$ cat src/pwg_pkg.sv
// Constants of the programmable word generator.
// Assumes one 20 MHz system clock; the bit clock is a sampled input.
// Function
// - Word length 2 to 16 bits, fixed by a static internal setting.
// - Word loads into shift register in parallel between words.
// - Data store follows parallel inputs while end-of-word is active.
// - Emitted word equals input held stable before and through END.
// - Only start leading edge acts; any width accepted.
// - Format NRZ or RZ, from panel or programming input.
// - RZ one bits give one clk pulses, shorter than half the bit period when it exceeds 2 clk.
// - Word sent true or complemented by selection.
// - Words started by auto recycle, external start or manual push.
// - Auto mode repeats word with one clock period between words.
// - Manual word starts on start or push, lasts word length clocks.
// - Set shifts ones in serially; all ones after 16 clocks.
// - Clear zeroes all stages at once without bit clocking.
// - Pseudo-random mode gives 32767-bit sequence seeded from register.
// - Programming drives data bits, format, random and auto choices.
// - End output is complement of word-active; counter preset while false.
// - Length counter preset from 17's complement code of length.
// - Enabled panel settings override programming inputs.
package pwg_pkg;
  localparam int          CLK_PERIOD_NS = 50;
  localparam int          RZ_WIDTH_NS   = 50;
  localparam int          RZ_CYCLES     =
    (RZ_WIDTH_NS / CLK_PERIOD_NS < 1) ? 1 : RZ_WIDTH_NS / CLK_PERIOD_NS;
  localparam int          WORD_W        = 16;
  localparam logic [3:0]  LEN_CODE_RST  = 4'h1;
  localparam logic [4:0]  CNT_END       = 5'h10;
  localparam int          TAP_A         = 13;
  localparam int          TAP_B         = 14;
  // Register map
  localparam int          ADDR_W        = 4;
  localparam logic [3:0]  ADDR_CTRL     = 4'h0;
  localparam logic [3:0]  ADDR_PANEL    = 4'h4;
  localparam logic [3:0]  ADDR_STATUS   = 4'h8;
  localparam logic [3:0]  ADDR_SHIFT    = 4'hc;
  localparam logic [5:0]  CTRL_RST      = 6'h00;
  localparam int          CTRL_PANEL_EN = 0;
  localparam int          CTRL_RZ       = 1;
  localparam int          CTRL_AUTO     = 2;
  localparam int          CTRL_COMPL    = 3;
  localparam int          CTRL_RANDOM   = 4;
  localparam int          CTRL_SET      = 5;
  localparam int          CTRL_PUSH     = 8;
  localparam int          CTRL_CLEAR    = 9;
endpackage

$ cat src/pwg_word_gen.sv
// Word generator core with plain register port.
// Bit clock, start and programming pins are synchronous to clk.
//
// Our own choices: strobed register access and the register offsets.
`timescale 1ns/1ps
module pwg_word_gen #(
  parameter logic [3:0] LEN_CODE = pwg_pkg::LEN_CODE_RST
) (
  input  wire logic        clk,
  input  wire logic        rst,
  input  wire logic        bit_clk,
  input  wire logic        start_in,
  input  wire logic [15:0] prog_word,
  input  wire logic        prog_rz,
  input  wire logic        prog_auto,
  input  wire logic        pseudo_random_mode,
  input  wire logic [3:0]  addr,
  input  wire logic [31:0] wr_data,
  input  wire logic        wr_en,
  input  wire logic        rd_en,
  output logic [31:0]      rd_data,
  output logic             word_out,
  output logic             end_out
);
  // ****************************************
  // Register port
  // ****************************************
  logic [5:0]  ctrl_q;
  logic [15:0] panel_q;
  logic        push_p;
  logic        clear_p;
  logic [31:0] rd_d;

  assign push_p  = wr_en && addr == pwg_pkg::ADDR_CTRL
                   && wr_data[pwg_pkg::CTRL_PUSH];
  assign clear_p = wr_en && addr == pwg_pkg::ADDR_CTRL
                   && wr_data[pwg_pkg::CTRL_CLEAR];

  always_ff @(posedge clk or posedge rst) begin
    if (rst) begin
      ctrl_q <= pwg_pkg::CTRL_RST;
    end else if (wr_en && addr == pwg_pkg::ADDR_CTRL) begin
      ctrl_q <= wr_data[5:0];
    end
  end

  always_ff @(posedge clk or posedge rst) begin
    if (rst) begin
      panel_q <= 16'h0000;
    end else if (wr_en && addr == pwg_pkg::ADDR_PANEL) begin
      panel_q <= wr_data[15:0];
    end
  end

  // ****************************************
  // Mode selection
  // ****************************************
  logic        panel_en;
  logic        rz_eff;
  logic        auto_eff;
  logic        random_eff;
  logic        compl_eff;
  logic        set_hold;
  logic [15:0] data_eff;

  assign panel_en  = ctrl_q[pwg_pkg::CTRL_PANEL_EN];
  assign rz_eff    = panel_en ? ctrl_q[pwg_pkg::CTRL_RZ]   : prog_rz;
  assign auto_eff  = panel_en ? ctrl_q[pwg_pkg::CTRL_AUTO] : prog_auto;
  assign random_eff = panel_en ? ctrl_q[pwg_pkg::CTRL_RANDOM]
                               : pseudo_random_mode;
  assign data_eff  = panel_en ? panel_q : prog_word;
  assign compl_eff = ctrl_q[pwg_pkg::CTRL_COMPL];
  assign set_hold  = ctrl_q[pwg_pkg::CTRL_SET];

  // ****************************************
  // Edge detection
  // ****************************************
  logic bit_clk_q;
  logic start_q;
  logic tick;
  logic start_edge;

  always_ff @(posedge clk or posedge rst) begin
    if (rst) begin
      bit_clk_q <= 1'b0;
      start_q   <= 1'b0;
    end else begin
      bit_clk_q <= bit_clk;
      start_q   <= start_in;
    end
  end

  assign tick       = bit_clk && !bit_clk_q;
  assign start_edge = start_in && !start_q;

  // ****************************************
  // Word state and length counter
  // ****************************************
  logic        active_q;
  logic        pend_q;
  logic [4:0]  cnt_q;
  logic        consume;

  assign consume = tick && !active_q && !random_eff;

  // start sources; set wins over consume
  always_ff @(posedge clk or posedge rst) begin
    if (rst) begin
      pend_q <= 1'b0;
    end else if (start_edge || push_p) begin
      pend_q <= 1'b1;
    end else if (consume) begin
      pend_q <= 1'b0;
    end
  end

  always_ff @(posedge clk or posedge rst) begin
    if (rst) begin
      active_q <= 1'b0;
    end else if (random_eff) begin
      active_q <= 1'b1;
    end else if (tick) begin
      if (!active_q) begin
        active_q <= auto_eff || pend_q;
      end else if (cnt_q == pwg_pkg::CNT_END) begin
        active_q <= 1'b0;
      end
    end
  end

  always_ff @(posedge clk or posedge rst) begin
    if (rst) begin
      cnt_q <= {1'b0, LEN_CODE};
    end else if (tick && !random_eff) begin
      if (!active_q) begin
        cnt_q <= {1'b0, LEN_CODE};
      end else if (cnt_q != pwg_pkg::CNT_END) begin
        cnt_q <= cnt_q + 5'h01;
      end
    end
  end

  // ****************************************
  // Data store and shift register
  // ****************************************
  logic [15:0] store_q;
  logic [15:0] shreg_q;

  always_ff @(posedge clk or posedge rst) begin
    if (rst) begin
      store_q <= 16'h0000;
    end else if (!active_q) begin
      store_q <= data_eff;
    end
  end

  always_ff @(posedge clk or posedge rst) begin
    if (rst) begin
      shreg_q <= 16'h0000;
    end else if (clear_p) begin
      shreg_q <= 16'h0000;
    end else if (tick) begin
      if (set_hold) begin
        shreg_q <= {shreg_q[14:0], 1'b1};
      end else if (random_eff) begin
        shreg_q <= {shreg_q[14:0],
                    shreg_q[pwg_pkg::TAP_A] ^ shreg_q[pwg_pkg::TAP_B]};
      end else if (!active_q) begin
        shreg_q <= store_q;
      end else begin
        shreg_q <= {shreg_q[14:0], 1'b0};
      end
    end
  end

  // ****************************************
  // Output format
  // ****************************************
  // RZ pulse is one clk wide; only under half a bit period
  // when the bit period is longer than two clk periods.
  logic rz_pulse_q;
  logic bit_val;

  always_ff @(posedge clk or posedge rst) begin
    if (rst) begin
      rz_pulse_q <= 1'b0;
    end else begin
      rz_pulse_q <= tick;
    end
  end

  assign bit_val = shreg_q[pwg_pkg::WORD_W-1] ^ compl_eff;

  always_ff @(posedge clk or posedge rst) begin
    if (rst) begin
      word_out <= 1'b0;
    end else if (!active_q) begin
      word_out <= 1'b0;
    end else if (rz_eff) begin
      word_out <= bit_val && rz_pulse_q;
    end else begin
      word_out <= bit_val;
    end
  end

  always_ff @(posedge clk or posedge rst) begin
    if (rst) begin
      end_out <= 1'b1;
    end else begin
      end_out <= !active_q;
    end
  end

  // ****************************************
  // Register read
  // ****************************************
  always_comb begin
    rd_d = 32'h0000_0000;
    case (addr)
      pwg_pkg::ADDR_CTRL:   rd_d[5:0]  = ctrl_q;
      pwg_pkg::ADDR_PANEL:  rd_d[15:0] = panel_q;
      pwg_pkg::ADDR_STATUS: rd_d[8:0]  =
        {cnt_q, random_eff, rz_eff, pend_q, active_q};
      pwg_pkg::ADDR_SHIFT:  rd_d[15:0] = shreg_q;
      default:              rd_d = 32'h0000_0000;
    endcase
  end

  always_ff @(posedge clk or posedge rst) begin
    if (rst) begin
      rd_data <= 32'h0000_0000;
    end else if (rd_en) begin
      rd_data <= rd_d;
    end else begin
      rd_data <= 32'h0000_0000;
    end
  end
endmodule

$ cat config.mk
export PLATFORM = sky130hd
export DESIGN_NAME = pwg_word_gen
export DESIGN_NICKNAME = d
export VERILOG_FILES = /design/src/pwg_pkg.sv /design/src/pwg_word_gen.sv
export SDC_FILE = /design/constraint.sdc
export NUM_CORES = 1
export LEC_CHECK = 0
export ABC_CLOCK_PERIOD_IN_PS = 3600
export BUFFER_PORTS_ARGS = -buffer_cell sky130_fd_sc_hd__buf_2
export CORE_MARGIN = 3
export CORE_UTILIZATION = 54
export DETAILED_ROUTE_END_ITERATION = 10
export PLACE_DENSITY_LB_ADDON = 0.2
export SLEW_MARGIN = 20
export SYNTH_ARGS = -nofsm -noshare
export SYNTH_HDL_FRONTEND = slang
export SYNTH_SLANG_ARGS = --single-unit
$ cat constraint.sdc
create_clock -name clk -period 3.6 [get_ports clk]
set_input_delay 0.72 -clock clk [delete_from_list [all_inputs] [get_ports clk]]
set_output_delay 0.72 -clock clk [all_outputs]
set_load 0.005 [all_outputs]
Yosys cells after proc, flatten, opt, wreduce, memory -nomap -nowiden
Cells that the tools add are included.
{ "word_totals": {"reg_bits": 98, "output_inout_bits": 34, "word_cells": 66} }
{ "op_classes": {"add_sub_neg": 1, "eq_ne": 6, "muxes": 23, "bitwise": 2, "n_reduce_logical": 21} }
{ "ops": {"columns": ["cell", "count"], "rows": [
  ["16-bit 2-to-1 mux", 7],
  ["6-bit one-hot mux with 4 select lines", 1],
  ["7-bit one-hot mux with 2 select lines", 1],
  ["1-bit 2-to-1 mux", 11],
  ["1-bit logical AND", 10],
  ["5-bit 2-to-1 mux", 2],
  ["3-bit one-hot mux with 3 select lines", 1],
  ["4-bit equality test (second input constant)", 2],
  ["2-bit nonzero test", 3],
  ["5-bit by 1-bit adder with 5-bit output (second input constant)", 1],
  ["5-bit equality test (second input constant)", 1],
  ["5-bit inequality test (second input constant)", 1],
  ["4-bit by 3-bit equality test with 1-bit output (second input constant)", 1],
  ["1-bit zero test", 4],
  ["4-bit zero test", 1],
  ["1-bit logical OR", 2],
  ["2-bit by 1-bit inequality test with 1-bit output (second input constant)", 1],
  ["2-bit AND reduction", 1],
  ["1-bit bitwise XOR", 2]
]} }

Depth between registers and ports, before layout
{ "depth": {"ltp_word": 6, "depth_mapped": 6, "mapped_depth_nobuf": 5} }

Worst setup path after synthesis
OpenSTA, ideal clock, no wires.
{ "synth_timing": {"path_type": "input-to-reg", "start": "input addr[1]", "end": "register ctrl_q[0]", "arrival_time_ps": 1859, "required_time_ps": 3475, "path_slack_ps": 1616, "path_stages": 5, "path_buffers": 2, "cell_sequence": "or3_1 buf_6 or2_1 buf_6 mux2_4"} }
{ "synth_via": {"elab_chain_len": 2} }
{ "synth_lines": {"columns": ["element", "line_no", "text"], "rows": [
  ["start: declaration", "pwg_word_gen.sv:17", "input wire logic [3:0] addr,"],
  ["4-bit zero test", "pwg_word_gen.sv:42", "end else if (wr_en && addr == pwg_pkg::ADDR_CTRL) begin"],
  ["1-bit logical AND", "pwg_word_gen.sv:42", null],
  ["end signal: assignment", "pwg_word_gen.sv:41", "ctrl_q <= pwg_pkg::CTRL_RST;"],
  ["end signal: assignment", "pwg_word_gen.sv:43", "ctrl_q <= wr_data[5:0];"],
  ["end: declaration", "pwg_word_gen.sv:28", "logic [5:0] ctrl_q;"]
]} }
No other way between the ends.
A chain may end at the register's enable or synchronous reset.

Worst setup path in the final report
{ "layout_timing": {"start": "input addr[2]", "end": "register panel_q[10]"} }
{ "layout_via": {"elab_chain_len": 2} }
{ "layout_lines": {"columns": ["element", "line_no", "text"], "rows": [
  ["4-bit by 3-bit equality test with 1-bit output", "pwg_word_gen.sv:50", "end else if (wr_en && addr == pwg_pkg::ADDR_PANEL) begin"],
  ["1-bit logical AND", "pwg_word_gen.sv:50", null],
  ["end signal: assignment", "pwg_word_gen.sv:51", "panel_q <= wr_data[15:0];"],
  ["end: declaration", "pwg_word_gen.sv:29", "logic [15:0] panel_q;"]
]} }
No other way between the ends.

==> impl_metrics.tcl <==
set metrics [dict create \
    status "finished, final reports clean" \
    fin_crit_ns 2.27 \
    grt-ovfl-total 0 \
    ctsLongestPathBuffers 2 \
    ir_drop_v 0.000284 \
    synth-compound-area-share_pct 12.7 \
    finalWorstSetupSlack_ns 1.33 \
    use_met2_pct 36.3 \
    relSlewSlack_pct 39.7 \
    postCtsHoldBufs 0 \
    met1_usage_pct 32.4 \
    seqCellArea_um2 2050 \
    track_usage_pct 23.3 \
    finClkSkew_ns 0.00947 \
    die_w_um 92.0 \
    initial_core_util_pct 57.2 \
    htree_levels 3 \
    rsz0062_at_grt "no" \
    async_flop_share_pct 100 \
    antenna_found_initial 0 \
    grt.busiest_layer "met2" \
    finish.utilization_pct 64.2 \
    worst_pin_slew_ns 0.905 \
    place_ws_ns 0.986 \
    ys_warn_count 0 \
    drive_gt1_share_pct 27.6 \
    nFillCells 605 \
    final_cell_mix "dfrtp_1, buf_2, o21ai_0" \
    wirelength_um 9220 \
    path_clk_slew_ns 0.08 \
    row_count 30 \
    yosysSeqAreaShare_pct 51.5 \
    grt_pass1_vias 2992 \
    io_buffers 62 \
    setup-violations-final 0 \
    cts_tree "built" \
    crit_type "input pin to flop" \
    post_drt_wl_per_cell_um 17.6 \
    n_antenna_cell 0 \
    vias 3012 \
    syn2layout_area_growth_pct 12.4 \
    cts_setup_buffers 0 \
    chipHeight_um 92.0 \
    synth_edf_count 0 \
    syn_area_um2 3990 \
    ant_nets 0 \
    muxShareOfSynthArea_pct 16.5 \
    grt_max_degree 41 \
    synth-xor-area-share_pct 0.439 \
    critPathArrivalTime_ns 2.51 \
    power_density_nw_per_um2 556 \
    dieArea_um2 8460 \
    clk_latency_ns 0.35 \
    whs_ns 0.442 \
    clkSinkCount 82 \
    drv_cap 0 \
    drt-pass1-iter-count 4 \
    fin_total_pwr_mw 2.49 \
    ys.flop_type "dfrtp_1" \
    met3_usage_pct 3.20 \
    vias_per_cell 5.76 \
    drc 0 \
    synth_cells 367 \
    clk_root_buffer_cell "clkbuf_8" \
    required_ns 3.83 \
    coreArea_um2 6980 \
    io-pin-count 95 \
    avgSynthCellArea_um2 10.9 \
    place_congestion 0.841 \
    dp_hpwl_um 6290 \
    final_hold_viol_count 0 \
    yosys.area_share.simple_pct 10.8 \
    multi_input_area_um2 1700 \
    drtIter0Drc 189 \
    ff2ff_path_depth 3 \
    grt_pass1_wl_um 15300 \
    layout_commonest_cell "dfrtp_1" \
    rrSetupSlack_ns 1.60 \
    synth_top_family_by_area "multiplexers" \
    final_max_slew_viol_count 0 \
    start_kind "input pin" \
    cp_max_fo 16 \
    numCtsBuffers 9 \
    end_kind "flop" \
    tns_ns 0 \
    r2r_start "ctrl_q[0]" \
    fin_crit_sh_pct 63.2 \
    cts_resized 0 \
    p_leak_nw 2.12 \
    min_path_type "input pin to async pin" \
    r2r_end "cnt_q[1]" \
    ys_seq_elements 82 \
    synth_fa_ha_area_share_pct 0.627 \
    ys_types 45 \
    final_nets 485 \
    max_freq_mhz 440 \
]
-- metal layers --
layer / wire length [µm] / up-vias
met5: 0 / -
met4: 188 / 0
met3: 630 / 11
met2: 4320 / 139
met1: 4090 / 1478
li1: - / 1384
-- critical path, stage by stage --
cell	delay [ns]
buf_2	0.13
nor3b_1	0.53
nand2b_1	0.65
mux2_2	0.48
-- kinds of logic after synthesis --
family / count (synthesis)
XOR/XNOR: 2
flip-flops: 82
multiplexers: 60
AND/OR/NAND/NOR: 93
adder cells (fa/ha/maj): 2
buffers and inverters: 51
AO/OA/AOI/OAI: 76
other: 1
-- worst max-delay path by stage --
stage | from | end | slack (ns) | cells past startpoint
final | addr[2] | panel_q[10] | 1.33 | 4
after global routing | addr[2] | panel_q[10] | 1.17 | 4
after CTS | addr[2] | panel_q[10] | 1.33 | 4
after detailed placement | addr[2] | panel_q[1] | 0.99 | 4
after global placement | addr[2] | panel_q[10] | 1.03 | 4
after floorplan | rst | active_q | 0.77 | 1
-- through the flow --
| stage | std cells | cell area (µm²) |
|---|---|---|
| 3_3_place_gp | 507 | 4290 |
| 2_1_floorplan | 382 | 4050 |
| 5_1_grt | 523 | 4480 |
| 4_1_cts | 523 | 4480 |
| 3_5_place_dp | 507 | 4290 |
| 6_report | 523 | 4480 |
-- where the power goes --
group	internal, mW	total, mW	switching [mW]
Clock	0.340	0.671	0.330
Sequential	1.12	1.29	0.174
Combinational	0.266	0.529	0.263
-- cell type report --
cell class,instances,share of cell area [%]
clock inverter,4,1.14
clock buffer,12,3.24
inverter,9,0.781
tap,96,2.68
sequential,82,45.8
multi-input combinational,249,37.9
timing repair buffer,71,8.43
-- registers in the layout, indices dropped and copies added, names as in the netlist, 5 cells and up --
signal,count
ctrl_q,6
store_q,16
shreg_q,16
cnt_q,5
panel_q,16
rd_data,16
-- cell usage after synthesis (2+ instances only) --
library cell | number | area share (%)
a211o_1 | 4 | 0.88
buf_6 | 4 | 1.1
o22a_1 | 4 | 0.88
dfrtp_1 | 80 | 50
a311oi_1 | 15 | 3.3
nand3_1 | 19 | 2.4
nand2b_1 | 4 | 0.63
nand3b_1 | 2 | 0.38
o21ai_0 | 37 | 4.6
clkbuf_1 | 13 | 1.2
o311ai_0 | 2 | 0.44
a211oi_1 | 3 | 0.56
mux2_2 | 20 | 5.6
mux2i_1 | 33 | 8.3
a21oi_1 | 3 | 0.38
buf_4 | 16 | 3.0
nand2_1 | 22 | 2.1
mux2_4 | 6 | 2.3
dfstp_2 | 2 | 1.3
ha_1 | 2 | 0.63
buf_2 | 9 | 1.1
inv_1 | 8 | 0.75
nor2_1 | 35 | 3.3
a22oi_1 | 3 | 0.56
Power figures use the tool's default switching activity.
